===== src/smrc_defines.svh =====
// Purpose: shared constants of the serial register client
// Assumes: 25 MHz reference clock
// Notes: timing counts are derived from the printed times
`ifndef SMRC_DEFINES_SVH
`define SMRC_DEFINES_SVH

// ----------------------------------------
// bus identity and widths
// ----------------------------------------
`define SMRC_CLIENT_ADDR 7'h28
`define SMRC_BYTE_W 8
`define SMRC_CH_N 3
`define SMRC_PTR_RST 8'h00
`define SMRC_CNT_W 20

// ----------------------------------------
// timing
// ----------------------------------------
`define SMRC_CLK_HZ 25000000
`define SMRC_SCL_MIN_KHZ 10
`define SMRC_SCL_MAX_KHZ 400
`define SMRC_TIMEOUT_MS 30
`define SMRC_IDLE_US 200
`define SMRC_TIMEOUT_CYC (`SMRC_TIMEOUT_MS * (`SMRC_CLK_HZ / 1000))
`define SMRC_IDLE_CYC (`SMRC_IDLE_US * (`SMRC_CLK_HZ / 1000000))

`endif


===== src/smrc_pkg.sv =====
// Purpose: types of the serial register client
// Assumes: nothing
// Notes: state codes follow declaration order, counting from 0
package smrc_pkg;
  typedef enum logic [2:0] {
    PH_IDLE,
    PH_DEVADDR,
    PH_REGADDR,
    PH_WRITE,
    PH_READ,
    PH_IGNORE
  } smrc_phase_t;

  typedef enum logic [1:0] {
    PS_ACTIVE,
    PS_STANDBY,
    PS_DEEP
  } smrc_pstate_t;
endpackage


===== src/smrc_pwr_if.sv =====
// Purpose: link between protocol engine and power-state keeper
// Assumes: single clock
// Notes: power side owns every flop here
`timescale 1ns/10ps
interface smrc_pwr_if;
  logic busBusy;
  smrc_pkg::smrc_pstate_t pState;
  logic awake;
  logic [2:0] touchStatus;
  logic touchAlert;

  modport client (
    output busBusy,
    input pState,
    input awake,
    input touchStatus,
    input touchAlert
  );

  modport power (
    input busBusy,
    output pState,
    output awake,
    output touchStatus,
    output touchAlert
  );
endinterface


===== src/smrc_power.sv =====
// Purpose: power state and touch status keeper
// Assumes: control bits and touch events on ref_clk
// Notes: bus traffic wakes without touching the sleep bit
`timescale 1ns/10ps
`include "smrc_defines.svh"
module smrc_power (
  // clock and reset
  input wire logic ref_clk,
  input wire logic rst,
  // link to protocol engine
  smrc_pwr_if.power pw,
  // control bits
  input wire logic standbyReqBit,
  input wire logic deepSleepBit,
  input wire logic [`SMRC_CH_N-1:0] activeEnMask,
  input wire logic [`SMRC_CH_N-1:0] standbyEnMask,
  input wire logic alertEn,
  // touch events
  input wire logic [`SMRC_CH_N-1:0] touchDetect,
  input wire logic touchClr
);
  smrc_pkg::smrc_pstate_t pNext;
  logic [`SMRC_CH_N-1:0] monMask;
  logic [`SMRC_CH_N-1:0] status_d;

  // ----------------------------------------
  // state selection
  // ----------------------------------------
  always_comb
  begin
    if (deepSleepBit)
      pNext = smrc_pkg::PS_DEEP;
    else if (standbyReqBit)
      pNext = smrc_pkg::PS_STANDBY;
    else
      pNext = smrc_pkg::PS_ACTIVE;
  end

  always_comb
  begin
    unique case (pw.pState)
      smrc_pkg::PS_ACTIVE: monMask = activeEnMask;
      smrc_pkg::PS_STANDBY: monMask = standbyEnMask;
      default: monMask = '0;
    endcase
  end

  // set wins over a host clear; a state change wipes everything
  always_comb
  begin
    if (pNext != pw.pState)
      status_d = '0;
    else
      status_d = (pw.touchStatus & ~{`SMRC_CH_N{touchClr}}) | (touchDetect & monMask);
  end

  always_ff @(posedge ref_clk)
  begin
    if (rst)
      pw.pState <= smrc_pkg::PS_ACTIVE;
    else
      pw.pState <= pNext;
  end

  // sleep bit stays set; awake only while traffic lasts
  always_ff @(posedge ref_clk)
  begin
    if (rst)
      pw.awake <= 1'b1;
    else
      pw.awake <= (pNext != smrc_pkg::PS_DEEP) || pw.busBusy;
  end

  always_ff @(posedge ref_clk)
  begin
    if (rst)
    begin
      pw.touchStatus <= '0;
      pw.touchAlert <= 1'b0;
    end
    else
    begin
      pw.touchStatus <= status_d;
      pw.touchAlert <= alertEn && (status_d != '0);
    end
  end

  // ----------------------------------------
  // checks
  // ----------------------------------------
  state_clear_a: assert property (@(posedge ref_clk) disable iff (rst)
    (pNext != pw.pState) |=> (pw.touchStatus == '0)) else $error("status kept");
  deep_quiet_a: assert property (@(posedge ref_clk) disable iff (rst)
    deepSleepBit [*3] |-> (pw.touchStatus == '0)) else $error("deep sleep set status");
  sleep_back_a: assert property (@(posedge ref_clk) disable iff (rst)
    (deepSleepBit && !pw.busBusy) [*2] |-> !pw.awake) else $error("no return to sleep");
  traffic_wake_a: assert property (@(posedge ref_clk) disable iff (rst)
    pw.busBusy |=> pw.awake) else $error("traffic did not wake");
  standby_state_a: assert property (@(posedge ref_clk) disable iff (rst)
    (standbyReqBit && !deepSleepBit) |=> (pw.pState == smrc_pkg::PS_STANDBY))
    else $error("standby not entered");
endmodule


===== src/smrc_client.sv =====
// Purpose: two-wire client reaching a byte-wide register space
// Assumes: pins asynchronous to ref_clk, 25 MHz clock
// Notes: never stretches the clock; sda is open drain
`timescale 1ns/10ps
`include "smrc_defines.svh"
module smrc_client #(
  parameter int unsigned TIMEOUT_CYC = `SMRC_TIMEOUT_CYC,
  parameter int unsigned IDLE_CYC = `SMRC_IDLE_CYC
) (
  // clock and reset
  input wire logic ref_clk,
  input wire logic rst,
  // serial pins
  input wire logic sclIn,
  input wire logic sdaIn,
  output logic sdaOut,
  output logic sdaOe,
  // register space
  output logic regWrEn,
  output logic [`SMRC_BYTE_W-1:0] regWrAddr,
  output logic [`SMRC_BYTE_W-1:0] regWrData,
  output logic [`SMRC_BYTE_W-1:0] regRdAddr,
  input wire logic [`SMRC_BYTE_W-1:0] regRdData,
  // control bits
  input wire logic timeoutEn,
  input wire logic standbyReqBit,
  input wire logic deepSleepBit,
  input wire logic [`SMRC_CH_N-1:0] activeEnMask,
  input wire logic [`SMRC_CH_N-1:0] standbyEnMask,
  input wire logic alertEn,
  // touch status and power state
  input wire logic [`SMRC_CH_N-1:0] touchDetect,
  input wire logic touchClr,
  output logic [`SMRC_CH_N-1:0] touchStatus,
  output logic touchAlert,
  output smrc_pkg::smrc_pstate_t powerState,
  output logic deviceAwake
);
  localparam logic [`SMRC_CNT_W-1:0] LOW_LIM = `SMRC_CNT_W'(TIMEOUT_CYC);
  localparam logic [`SMRC_CNT_W-1:0] IDLE_LIM = `SMRC_CNT_W'(IDLE_CYC);

  smrc_pwr_if pw ();

  logic [1:0] sclSync_q;
  logic [1:0] sdaSync_q;
  logic sclPrev_q;
  logic sdaPrev_q;
  logic sclS;
  logic sdaS;
  logic [`SMRC_CNT_W-1:0] lowCnt_q;
  logic [`SMRC_CNT_W-1:0] idleCnt_q;
  logic tmoEn_q;
  logic tmoFire;
  smrc_pkg::smrc_phase_t phase_q;
  logic [3:0] bitCnt_q;
  logic ackPh_q;
  logic [`SMRC_BYTE_W-1:0] rxSr_q;
  logic [`SMRC_BYTE_W-1:0] txByte_q;
  logic txValid_q;
  logic mNack_q;
  logic [`SMRC_BYTE_W-1:0] ptr_q;
  logic sdaOe_q;
  logic sdaOut_q;
  logic regWrEn_q;
  logic [`SMRC_BYTE_W-1:0] regWrAddr_q;
  logic [`SMRC_BYTE_W-1:0] regWrData_q;
  logic startDet;
  logic stopDet;
  logic live;
  logic bitRise;
  logic ackRise;
  logic byteDone;
  logic ackEnd;
  logic addrHit;

  // decides whether a finished byte earns our ack
  function automatic logic ackByte(smrc_pkg::smrc_phase_t ph, logic hit);
    logic r;
    r = 1'b0;
    unique case (ph)
      smrc_pkg::PH_DEVADDR: r = hit;
      smrc_pkg::PH_REGADDR: r = 1'b1;
      smrc_pkg::PH_WRITE: r = 1'b1;
      default: r = 1'b0;
    endcase
    return r;
  endfunction

  // ----------------------------------------
  // pin synchronisers and bus events
  // ----------------------------------------
  // 62.5 clocks per bit at 400 kHz maximum, so edges are never missed
  always_ff @(posedge ref_clk)
  begin
    if (rst)
    begin
      sclSync_q <= 2'h3;
      sdaSync_q <= 2'h3;
      sclPrev_q <= 1'b1;
      sdaPrev_q <= 1'b1;
    end
    else
    begin
      sclSync_q <= {sclSync_q[0], sclIn};
      sdaSync_q <= {sdaSync_q[0], sdaIn};
      sclPrev_q <= sclSync_q[1];
      sdaPrev_q <= sdaSync_q[1];
    end
  end

  assign sclS = sclSync_q[1];
  assign sdaS = sdaSync_q[1];
  assign startDet = sclS && sclPrev_q && sdaPrev_q && !sdaS;
  assign stopDet = sclS && sclPrev_q && !sdaPrev_q && sdaS;
  assign live = !tmoFire && !stopDet && !startDet;
  assign bitRise = live && sclS && !sclPrev_q && !ackPh_q && (bitCnt_q < 4'h8);
  assign ackRise = live && sclS && !sclPrev_q && ackPh_q;
  assign byteDone = live && !sclS && sclPrev_q && !ackPh_q && (bitCnt_q == 4'h8);
  assign ackEnd = live && !sclS && sclPrev_q && ackPh_q;
  assign addrHit = (rxSr_q[7:1] == `SMRC_CLIENT_ADDR);

  // ----------------------------------------
  // timeout and idle watch
  // ----------------------------------------
  always_ff @(posedge ref_clk)
  begin
    if (rst)
      tmoEn_q <= 1'b0;
    else
      tmoEn_q <= timeoutEn;
  end

  always_ff @(posedge ref_clk)
  begin
    if (rst || !tmoEn_q || sclS)
      lowCnt_q <= '0;
    else if (lowCnt_q != LOW_LIM)
      lowCnt_q <= lowCnt_q + 1'b1;
  end

  always_ff @(posedge ref_clk)
  begin
    if (rst || !tmoEn_q || !(sclS && sdaS))
      idleCnt_q <= '0;
    else if (idleCnt_q != IDLE_LIM)
      idleCnt_q <= idleCnt_q + 1'b1;
  end

  assign tmoFire = tmoEn_q && ((lowCnt_q == LOW_LIM) || (idleCnt_q == IDLE_LIM));

  // ----------------------------------------
  // protocol engine
  // ----------------------------------------
  always_ff @(posedge ref_clk)
  begin
    regWrEn_q <= 1'b0;
    sdaOut_q <= 1'b0;
    if (rst || tmoFire || stopDet)
    begin
      phase_q <= smrc_pkg::PH_IDLE;
      bitCnt_q <= '0;
      ackPh_q <= 1'b0;
      sdaOe_q <= 1'b0;
      txValid_q <= 1'b0;
      mNack_q <= 1'b0;
      if (rst)
      begin
        rxSr_q <= '0;
        txByte_q <= '0;
        regWrAddr_q <= '0;
        regWrData_q <= '0;
      end
    end
    else if (startDet)
    begin
      phase_q <= smrc_pkg::PH_DEVADDR;
      bitCnt_q <= '0;
      ackPh_q <= 1'b0;
      sdaOe_q <= 1'b0;
      txValid_q <= 1'b0;
    end
    else if (bitRise)
    begin
      rxSr_q <= {rxSr_q[6:0], sdaS};
      bitCnt_q <= bitCnt_q + 4'h1;
    end
    else if (ackRise)
      mNack_q <= sdaS;
    else if (byteDone)
    begin
      ackPh_q <= 1'b1;
      sdaOe_q <= ackByte(phase_q, addrHit);
      unique case (phase_q)
        smrc_pkg::PH_DEVADDR:
        begin
          mNack_q <= 1'b0;
          if (!addrHit)
            phase_q <= smrc_pkg::PH_IGNORE;
          else if (rxSr_q[0])
            phase_q <= smrc_pkg::PH_READ;
          else
            phase_q <= smrc_pkg::PH_REGADDR;
        end
        smrc_pkg::PH_REGADDR:
          phase_q <= smrc_pkg::PH_WRITE;
        smrc_pkg::PH_WRITE:
        begin
          regWrEn_q <= 1'b1;
          regWrAddr_q <= ptr_q;
          regWrData_q <= rxSr_q;
        end
        default:
          phase_q <= phase_q;
      endcase
    end
    else if (ackEnd)
    begin
      ackPh_q <= 1'b0;
      bitCnt_q <= '0;
      if (phase_q == smrc_pkg::PH_READ && !mNack_q)
      begin
        txByte_q <= regRdData;
        txValid_q <= 1'b1;
        sdaOe_q <= !regRdData[7];
      end
      else
      begin
        sdaOe_q <= 1'b0;
        if (phase_q == smrc_pkg::PH_READ)
          phase_q <= smrc_pkg::PH_IGNORE;
      end
    end
    else if (live && !sclS && sclPrev_q && phase_q == smrc_pkg::PH_READ && bitCnt_q != 4'h0)
      sdaOe_q <= !txByte_q[3'h7 - bitCnt_q[2:0]];
  end

  // ----------------------------------------
  // register pointer
  // ----------------------------------------
  // a nacked byte leaves the pointer, so repeated pointer reads agree
  always_ff @(posedge ref_clk)
  begin
    if (rst)
      ptr_q <= `SMRC_PTR_RST;
    else if (byteDone && phase_q == smrc_pkg::PH_REGADDR)
      ptr_q <= rxSr_q;
    else if (byteDone && phase_q == smrc_pkg::PH_WRITE)
      ptr_q <= ptr_q + 8'h01;
    else if (ackRise && phase_q == smrc_pkg::PH_READ && txValid_q && !sdaS)
      ptr_q <= ptr_q + 8'h01;
  end

  // ----------------------------------------
  // power keeper and outputs
  // ----------------------------------------
  assign pw.busBusy = (phase_q != smrc_pkg::PH_IDLE) && (phase_q != smrc_pkg::PH_IGNORE);

  smrc_power u_power (
    .ref_clk(ref_clk),
    .rst(rst),
    .pw(pw.power),
    .standbyReqBit(standbyReqBit),
    .deepSleepBit(deepSleepBit),
    .activeEnMask(activeEnMask),
    .standbyEnMask(standbyEnMask),
    .alertEn(alertEn),
    .touchDetect(touchDetect),
    .touchClr(touchClr)
  );

  assign sdaOut = sdaOut_q;
  assign sdaOe = sdaOe_q;
  assign regWrEn = regWrEn_q;
  assign regWrAddr = regWrAddr_q;
  assign regWrData = regWrData_q;
  assign regRdAddr = ptr_q;
  assign touchStatus = pw.touchStatus;
  assign touchAlert = pw.touchAlert;
  assign powerState = pw.pState;
  assign deviceAwake = pw.awake;

  // ----------------------------------------
  // checks
  // ----------------------------------------
  stop_reset_a: assert property (@(posedge ref_clk) disable iff (rst)
    stopDet |=> (phase_q == smrc_pkg::PH_IDLE) && !sdaOe_q) else $error("stop ignored");
  ack_drive_a: assert property (@(posedge ref_clk) disable iff (rst)
    (byteDone && ackByte(phase_q, addrHit)) |=> sdaOe_q && !sdaOut_q)
    else $error("byte not acked");
  ptr_set_a: assert property (@(posedge ref_clk) disable iff (rst)
    (byteDone && phase_q == smrc_pkg::PH_REGADDR) |=> !regWrEn_q && (ptr_q == $past(rxSr_q)))
    else $error("pointer set wrong");
  wr_inc_a: assert property (@(posedge ref_clk) disable iff (rst)
    regWrEn_q |-> (ptr_q == regWrAddr_q + 8'h01)) else $error("write pointer stuck");
  rd_inc_a: assert property (@(posedge ref_clk) disable iff (rst)
    (ackRise && phase_q == smrc_pkg::PH_READ && txValid_q && !sdaS)
    |=> (ptr_q == $past(ptr_q) + 8'h01)) else $error("read pointer stuck");
  rd_keep_a: assert property (@(posedge ref_clk) disable iff (rst)
    (ackRise && phase_q == smrc_pkg::PH_READ && sdaS) |=> $stable(ptr_q))
    else $error("nack moved pointer");
  tmo_off_a: assert property (@(posedge ref_clk) disable iff (rst)
    !timeoutEn [*2] |-> !tmoFire) else $error("timeout while disabled");
  tmo_reset_a: assert property (@(posedge ref_clk) disable iff (rst)
    tmoFire |=> (phase_q == smrc_pkg::PH_IDLE) && !sdaOe_q) else $error("timeout ignored");
  rd_first_a: assert property (@(posedge ref_clk) disable iff (rst)
    (ackEnd && phase_q == smrc_pkg::PH_READ && !mNack_q) |=> (sdaOe_q == !txByte_q[7]))
    else $error("msb not first");
endmodule


===== config.mk =====
export PLATFORM = sky130hd
export DESIGN_NAME = smrc_client
export DESIGN_NICKNAME = d
export VERILOG_FILES = /design/src/smrc_pkg.sv /design/src/smrc_pwr_if.sv /design/src/smrc_power.sv /design/src/smrc_client.sv
export VERILOG_INCLUDE_DIRS = /design/src /design/src/src
export SDC_FILE = /design/constraint.sdc
export NUM_CORES = 1
export LEC_CHECK = 0
export ABC_AREA = 1
export BUFFER_PORTS_ARGS = -buffer_cell sky130_fd_sc_hd__clkbuf_2
export CAP_MARGIN = 10
export CELL_PAD_IN_SITES_DETAIL_PLACEMENT = 0
export CELL_PAD_IN_SITES_GLOBAL_PLACEMENT = 1
export CORE_ASPECT_RATIO = 0.9
export CORE_MARGIN = 4
export CORE_UTILIZATION = 46
export DETAILED_ROUTE_END_ITERATION = 16
export PLACE_DENSITY_LB_ADDON = 0.1
export RECOVER_POWER = 50
export REMOVE_ABC_BUFFERS = 1
export SYNTH_ARGS = -nofsm -noshare
export SYNTH_HDL_FRONTEND = slang
export SYNTH_SLANG_ARGS = --single-unit

===== constraint.sdc =====
create_clock -name ref_clk -period 3.75 [get_ports ref_clk]
set_input_delay 1.125 -clock ref_clk [delete_from_list [all_inputs] [get_ports ref_clk]]
set_output_delay 1.125 -clock ref_clk [all_outputs]
set_load 0.005 [all_outputs]

After elaboration in Yosys (flattened, before gate mapping)
Index checks and enable logic that the tools add are counted.
Widths: inputs -> output; s select.
{"block": "totals", "wordCells": 203, "reg_bits": 106}
{"block": "classes", "n_mux": 57, "n_lt_le_gt_ge": 2, "n_reduce_logical": 80, "eq_ne": 27, "add_sub_neg": 5, "bitwise_logic": 8}
{"operator": "$mux 8", "n": 26}
{"operator": "$add 20x1->20 const B", "n": 2}
{"operator": "$logic_and 1x1->1", "n": 29}
{"operator": "$mux 3", "n": 7}
{"operator": "$eq 20x13->1 const B", "n": 1}
{"operator": "$eq 20x20->1 const B", "n": 1}
{"operator": "$ne 20x13->1 const B", "n": 1}
{"operator": "$ne 20x20->1 const B", "n": 1}
{"operator": "$reduce_bool 2->1", "n": 10}
{"operator": "$reduce_and 6->1", "n": 3}
{"operator": "$reduce_bool 3->1", "n": 6}
{"operator": "$mux 4", "n": 4}
{"operator": "$mux 1", "n": 15}
{"operator": "$ne 2x2->1 const B", "n": 7}
{"operator": "$logic_not 1->1", "n": 13}
{"operator": "$pmux 3 s2", "n": 2}
{"operator": "$reduce_and 3->1", "n": 4}
{"operator": "$add 8x1->8 const B", "n": 1}
{"operator": "$ne 2x1->1 const B", "n": 4}
{"operator": "$eq 7x6->1 const B", "n": 1}
{"operator": "$logic_or 1x1->1", "n": 7}
{"operator": "$reduce_and 7->1", "n": 1}
{"operator": "$and 3x3->3", "n": 2}
{"operator": "$eq 3x2->1 const B", "n": 2}
{"operator": "other kinds (24)", "n": 29}

Longest topological paths before layout
Gate-level depths: netlist of the first run.
{"block": "logic_depth", "ltp_word": 15, "depth_mapped": 15}

Hierarchy
Synthesis of the first run repeated with hierarchy kept, for this count alone.
{"block": "hier_totals", "cells_unflattened": 647, "area_unflattened_um2": 5077.4}
{"mod": "smrc_client", "instances": 1, "seq_area_each_um2": 2302.2, "area_per_inst_um2": 4759.6, "cells_each": 597}
{"mod": "smrc_power", "instances": 1, "seq_area_each_um2": 140.1, "area_per_inst_um2": 317.8, "cells_each": 50}

Worst setup path after synthesis of the first run
OpenSTA, ideal clock, no wires.
{"block": "synth_path", "path_type": "input to register", "start": "in rst", "end": "reg regWrAddr_q[0], in the netlist regWrAddr[0], enable pin", "required_ns": 3.382, "t_arrival_ns": 1.979, "stages": 3, "path_buffers": 1, "setup_slack_ns": 1.403, "path_cell_list": "inv_1 -> buf_1 -> nand2_1"}
{"block": "synth_via", "elab_chain_len": 4, "elab_cells_between_ends": 9}
{"item": "start, declared", "line_no": "smrc_client.sv:12", "text": "input wire logic rst,"}
{"item": "$logic_or 1x1->1 (2 in series)", "line_no": "smrc_client.sv:158", "text": "if (rst || tmoFire || stopDet)"}
{"item": "$ne 2x1->1 (no source line) (tied with other cells)"}
{"item": "$reduce_and 6->1 (no source line) (*)"}
{"item": "end signal, assigned", "line_no": "smrc_client.sv:209", "text": "regWrAddr_q <= ptr_q;"}
{"item": "end, declared", "line_no": "smrc_client.sv:65", "text": "logic [`SMRC_BYTE_W-1:0] regWrAddr_q;"}
Every way passes the cells marked *; elsewhere a longest branch is shown, timed or not.
A chain may end at the register's enable or synchronous reset.

Final worst setup path of the first run
{"block": "layout_path", "start": "reg lowCnt_q[0]", "end": "reg regWrData_q[2], in the netlist regWrData[2], enable pin"}
{"block": "layout_via", "elab_chain_len": 12, "elab_cells_between_ends": 24}
{"item": "start, declared", "line_no": "smrc_client.sv:50", "text": "logic [`SMRC_CNT_W-1:0] lowCnt_q;"}
{"item": "start signal, assigned", "line_no": "smrc_client.sv:138", "text": "lowCnt_q <= lowCnt_q + 1'b1;"}
{"item": "$eq 20x20->1 (*)", "line_no": "smrc_client.sv:149", "text": "assign tmoFire = tmoEn_q && ((lowCnt_q == LOW_LIM) || (idleCnt_q == IDLE_LIM));"}
{"item": "$logic_or 1x1->1 (*)", "line_no": "smrc_client.sv:149"}
{"item": "$logic_and 1x1->1 (*)", "line_no": "smrc_client.sv:149"}
{"item": "$logic_not 1->1", "line_no": "smrc_client.sv:115", "text": "assign live = !tmoFire && !stopDet && !startDet;"}
{"item": "$logic_and 1x1->1 (2 in series)", "line_no": "smrc_client.sv:115"}
{"item": "$logic_and 1x1->1 (on tied branches) (2 in series)", "line_no": "smrc_client.sv:116, smrc_client.sv:117, smrc_client.sv:118"}
{"item": "$logic_and 1x1->1 (on tied branches) (2 in series)", "line_no": "smrc_client.sv:116, smrc_client.sv:118"}
{"item": "$ne 2x1->1 (no source line) / $reduce_bool 2->1 (equally long branches)"}
{"item": "$reduce_and 6->1 (no source line) (*)"}
{"item": "end signal, assigned", "line_no": "smrc_client.sv:210", "text": "regWrData_q <= rxSr_q;"}
{"item": "end, declared", "line_no": "smrc_client.sv:66", "text": "logic [`SMRC_BYTE_W-1:0] regWrData_q;"}
Marks and branches as above.

==> run metrics, run 1 <==
cells after synthesis=630; vias in the first global route=around 3900; flops & latches, synth=around 110; fmax=between 0.3 and 0.4 GHz; final WL=a little over 10000 µm; ANT nets after route=0; layout cell share with drive strength beyond 1=a little over an eighth; first-pass GRT wire length=about 18000 µm; unrepaired setup endpoints after global routing=no; initial antenna violation count=0; Max Cap Violations=0; area fraction of the dominant cell type after synthesis=between 20% and 30%; first drt pass iteration count=4; Crit path largest cell delay=0.58 ns; number of placement rows=35; synthesis-to-layout area growth=13.6%; GPL Wtd Cong=around 0.85; final hold vios=0; crit path DAT=~2.8 ns; most common cell in the synthesized netlist=nor2_1; Pwr Density=between 400 and 500 mW/mm²; vias=4071; Core Area=~0.010 mm²; CTS tree=built; # Post-CTS Setup Buffers=0; Worst slew margin=about 47%; Hold Crit Class=flop to flop; Root Driver=clkbuf_16; largest area contributor in the netlist=dfxtp_1; CTS clk-pin slew, worst paths=~0.070 ns; Die Y=about 110 µm; Lkg Pwr=around 2.2 nW; IO Port Bufs=between 50 and 60; fin crit share=roughly three quarters; H-tree Lvls=3; die width=approximately 120 µm; Vias/cell=between 4 and 5; hold buffer count at CTS=0; kind of critical path=flop to flop; Critical Path Stages=11; worst hold path stage count=1; R2R Setup Slk=~0.94 ns; Buf/Inv on CP=1; Die ar.=roughly 0.013 mm²; CTS-repair resized insts=0; Synth Cell Area=between 0.005 and 0.006 mm²; Top FF cell, synth=dfxtp_1; Final TNS setup=0 ns; worst hold slack=between 0.4 and 0.5 ns; # setup viols final=0; I/O pin count=60; Slew @ Worst Pin=0.795 ns; ys async rst share=0%; Final Cell Area=0.00569 mm²; GRT Overall Usage=between 10% and 20%; clk_lat worst skew=around 0.34 ns; synth unique cells=46; CP most frequent cell=nand3_1; max-slew violation count=0; largest net degree at the start of global routing=27; fin crit period=between 2 and 3 ns; r2r startpoint=lowCnt_q[0]; FF-to-FF path depth=11; Crit-path slowest cell=nand2_1; CTS Buffer Depth=2; Avg Inst Size Synth=between 7 and 8 µm²; fin nets=726; dpl cell area=0.00543 mm²; Top delay family on crit path=simple AND/OR/NAND/NOR gates; synth warn=0; Iter 0 DRT Violations=219; CTS Sinks=approximately 110; Starting Density=roughly half; top post-synthesis cells by count=99 x nor2_1, 98 x nand2_1, 93 x inv_1, 74 x dfxtp_1, 43 x a21oi_1; Crit. End Element=flop; Critical Path Source Type=flop; total gr overflow=0; post-DR wirelength/cell=12.2 µm; Ant. Diodes=0; Filler cells=roughly 1100; register area share after synthesis=between 40% and 50%; number of synthesized flops with an enable pin=32; outcome=completed; critical path, cell by cell=inv_1 -> ha_1 -> nand3_1 -> nor2_1 -> nand3_1 -> nand2_1 -> nand2_4 -> nand3_2 -> nor2_1 -> nand3_1 -> nand2_1; ranking of synthesized cells by area=dfxtp_1 30%, edfxtp_1 19%, nor2_1 7.4%; worst vdd ir=between 0.0002 and 0.00025 V; Setup crit start=lowCnt_q[0]; Num CTS Buffers=9; WP data required=between 3 and 4 ns; Hold Startpoint=sdaSync_q[0]; post-DP HPWL=about 7700 µm; Clock Skews=~0.0066 ns; peak fanout along the critical path=16; drc violations=0
[cells by family after synthesis]
logic type                 Yosys count  share of synthesized area [%]
adders and majority gates            7                           1.75
and+or+nand+nor                    293                           27.5
DFF                                106                           48.8
buffers and inverters              112                           8.82
AOI/OAI and AO/OA                   99                           11.0
xor gates and xnor gates            12                           2.10
other                                1                         0.0749
[per-stage QoR]
stage | worst slack [ns] | std cells | power [mW] | util (%)
after global routing | 0.679 | 827 | 2.40 | 54.6
after detailed placement | 0.954 | 811 | 1.35 | 52.1
after CTS | 1.28 | 827 | 2.33 | 55.1
after floorplan | 1.02 | 621 | 1.30 | -
after global placement | 1.03 | 811 | 1.34 | 52.1
final | 0.942 | 827 | 2.30 | 54.6
[cells in the final DEF (no fill, tap or decap), types with 2 or more instances in the layout]
cell,count
nand2_1,100
nor2_1,100
inv_1,94
dfxtp_1,74
a21oi_1,43
clkbuf_2,41
edfxtp_1,32
nand3_1,31
o21ai_0,29
clkbuf_1,20
nor3_1,17
nand4_1,11
o21ai_1,10
xor2_1,10
clkbuf_16,9
o21ai_2,8
or2_2,7
inv_2,7
ha_1,7
nor4_1,5
nand2_2,4
clkinv_1,4
o21a_1,3
nand3b_1,2
nand4_2,2
nor2_4,2
xnor2_1,2
nor4_2,2
nor2_2,2
bufinv_16,2
[registers in the layout, indices dropped and copies added (netlist names), 2 cells and up]
| name | cells |
|---|---|
| bitCnt_q | 4 |
| idleCnt_q | 20 |
| lowCnt_q | 20 |
| phase_q | 3 |
| regRdAddr | 8 |
| regWrAddr | 8 |
| regWrData | 8 |
| rxSr_q | 8 |
| sclSync_q | 2 |
| sdaSync_q | 2 |
| txByte_q | 8 |
| u_power.pw.pState | 2 |
| u_power.pw.touchStatus | 3 |
[power breakdown]
| group | switching [mW] | internal, mW | leakage (nW) |
|---|---|---|---|
| clock | 0.397 | 0.580 | 0.148 |
| sequential | 0.0128 | 1.21 | 0.929 |
| combinational | 0.0629 | 0.0341 | 1.14 |
| total | 0.473 | 1.82 | 2.22 |
[layout make-up]
cell class                 count  area [µm²]  area share, %
timing repair buffer          61         284           4.99
clock inverter                 6        81.3           1.43
tap                          129         161           2.84
clock buffer                  10         229           4.02
sequential                   106        2440           42.9
multi-input combinational    412        2110           37.0
inverter                     103         387           6.79
[worst paths after layout]
check                                    end
worst min register to register  sdaSync_q[1]
worst min-delay path            sdaSync_q[1]
worst max-delay path            regWrData[2]
worst max register to register  regWrData[2]
[routing by layer]
layer,track usage (%),share of wire [%],vias up
li1,-,-,2172
met1,24.0,52,1808
met2,26.3,42,81
met3,3.80,4.9,10
met4,4.27,1.1,0
met5,0,0,-
Note: power is estimated with default switching activity, not from simulation.
==> run 2: changes to the inputs <==
--- a/config.mk
+++ b/config.mk
@@ -13,7 +13,7 @@
 export CELL_PAD_IN_SITES_GLOBAL_PLACEMENT = 1
 export CORE_ASPECT_RATIO = 0.9
 export CORE_MARGIN = 4
-export CORE_UTILIZATION = 46
+export CORE_UTILIZATION = 43
 export DETAILED_ROUTE_END_ITERATION = 16
 export PLACE_DENSITY_LB_ADDON = 0.1
 export RECOVER_POWER = 50
==> constraint.sdc (replaced) <==
create_clock -name ref_clk -period 2.9 [get_ports ref_clk]
set_input_delay 0.87 -clock ref_clk [delete_from_list [all_inputs] [get_ports ref_clk]]
set_output_delay 0.87 -clock ref_clk [all_outputs]
set_load 0.005 [all_outputs]
==> run 2 against run 1 <==
Utilization is 4.4 points lower. Non-clock buffer count is 1 higher. Design area is 0.86% higher. Global-route usage is 1.0 points lower. Worst hold slack better by 0.0021 ns. Maximum frequency is 16% higher. Setup slack worse by 0.47 ns. First-iteration DRC count is 2.7% higher. Critical path depth is 3 higher. Die area is 6.5% higher. Clock skew is 0.0018 ns higher. Highest routed layer unchanged.
==> run metrics, run 2 (synthesis gave the netlist of run 1 again) <==
outcome=completed; Multi-input gate area=between 0.002 and 0.0025 mm²; Filler cells=around 1100; fin nets=between 700 and 800; Slew @ Worst Pin=0.799 ns; drc violations=0; Hold Crit Class=flop to flop; die width=around 120 µm; reg2reg end=regRdAddr[0]; fmax=0.412 GHz; first drt pass iteration count=5; unrepaired setup endpoints after global routing=no; CTS clk-pin slew, worst paths=0.07 ns; GPL Wtd Cong=between 0.8 and 0.9; Pwr Density=512 mW/mm²; vias=4145; Num CTS Buffers=9; Comb pwr share=under 10%; initial antenna violation count=0; fin crit period=between 2 and 2.5 ns; Die ar.=roughly 0.013 mm²; hold buffer count at CTS=0; ANT nets after route=0; met3 Use GR=between 4 and 5%; post-DR wirelength/cell=around 12 µm; Worst slew margin=46.8%; clk_lat worst skew=roughly 0.35 ns; Max Cap Violations=0; CTS tree=built; Reg area=0.00244 mm²; first-pass GRT wire length=approximately 17000 µm; Top Usage Layer GRT=met2; Lkg Pwr=roughly 2.2 nW; layout cell share with drive strength beyond 1=15.3%; crit path DAT=2.64 ns; H-tree Lvls=3; commonest non-fill, non-tap cell in the layout=nand2_1; Ant. Diodes=0; CTS-repair resized insts=0; Pint=2.28 mW; Vias/cell=approximately 4.8; kind of critical path=flop to flop; # Post-CTS Setup Buffers=0; commonest non-fill, non-tap cells in the layout=100 x nand2_1, 99 x nor2_1, 93 x inv_1; total gr overflow=0; Starting Density=a little over two fifths; Top Registers=idleCnt_q: 20 flops, lowCnt_q: 20 flops; WP data required=3.12 ns; final WL=~10000 µm; FF-to-FF path depth=14; switching power=~650 µW; Core Area=0.0114 mm²; post-DP HPWL=approximately 7800 µm; Sw Share=22.3%; worst vdd ir=0.000330 V; max-slew violation count=0; Crit. End Element=flop; Clock Skews=about 0.0084 ns; vias in the first global route=3795; GRT met2 Usage=between 20% and 30%; Die Y=around 110 µm; hold worst-path end=sdaSync_q[1]; Final TNS setup=0 ns; R2R Setup Slk=0.47 ns; worst hold path stage count=1; CTS Buffer Depth=2; number of placement rows=37; Setup crit start=lowCnt_q[0]; peak fanout along the critical path=11; clock share of power=a little over two fifths; Core Util, Final=~50%; synthesis-to-layout area growth=14.6%; Hold Startpoint=sdaSync_q[0]; largest net degree at the start of global routing=27; Root Driver=clkbuf_16; Critical Path Source Type=flop; r2r startpoint=lowCnt_q[0]; fin crit share=between 80% and 90%; I/O pin count=60; final hold vios=0; Sequential Power Share=a little over half; met1 Use GR=between 20% and 30%; CTS Sinks=~110; Iter 0 DRT Violations=225; GRT Overall Usage=15.9%; # setup viols final=0; IO Port Bufs=between 50 and 60
-- run 2: cell count changes in the layout (fill, tap and decap cells not counted), moves of 2 or more --
| cell | delta |
|---|---|
| clkbuf_1 | -7 |
| clkinvlp_4 | +2 |
| clkinv_1 | -2 |
| clkbuf_2 | +6 |
-- run 2: layer usage --
metal  wire [µm]  vias up
met5           0        -
met4         148        0
met3         537       13
met2        4420       77
met1        5240     1868
li1            -     2187
-- run 2: layout make-up --
type / count / share of cell area (%)
flip-flops and latches: 106 / 42.5
multi-input cells: 412 / 36.8
inverters: 103 / 6.73
repair buffers: 62 / 5.21
clock buffers: 9 / 3.92
well taps: 156 / 3.40
clock inverters: 7 / 1.35
-- run 2: per-stage QoR --
stage / power (mW) / hold WS, ns / worst slack [ns] / cell area [µm²] / std cells
2_1_floorplan: 1.68 / 0.389 / 0.422 / 4950 / 621
3_3_place_gp: 1.74 / 0.394 / 0.577 / 5470 / 839
3_5_place_dp: 1.74 / 0.402 / 0.512 / 5470 / 839
4_1_cts: 2.99 / 0.416 / 0.616 / 5770 / 855
5_1_grt: 3.07 / 0.438 / 0.261 / 5740 / 855
6_report: 2.94 / 0.416 / 0.472 / 5740 / 855
-- run 2: worst max-delay path by stage --
stage	end	slack, ns
floorplan	idleCnt_q[4]	0.42
global placement	idleCnt_q[4]	0.58
detailed placement	idleCnt_q[4]	0.51
CTS	regRdAddr[0]	0.62
global route	regRdAddr[6]	0.26
finish	regRdAddr[0]	0.47
-- run 2: worst max-delay path: stages, from the launching register on --
cell and delay (ns):
dfxtp_1 0.40, inv_1 0.06, ha_1 0.21, nand3_1 0.08, nor2_1 0.04, nand3_1 0.17, nand2_1 0.13, nand2_4 0.11
nand2_1 0.10, inv_2 0.09, nand4_1 0.14, nand2_2 0.29, clkinv_1 0.27, nand2_1 0.14, a21oi_2 0.06
-- run 2: power groups by stage --
stage / Sequential, mW / Clock, mW / Combinational [mW]
global placement: 1.61 / 0 / 0.130
global route: 1.58 / 1.34 / 0.146
floorplan: 1.61 / 0 / 0.0702
CTS: 1.58 / 1.27 / 0.132
detailed placement: 1.61 / 0 / 0.131
finish: 1.58 / 1.23 / 0.128
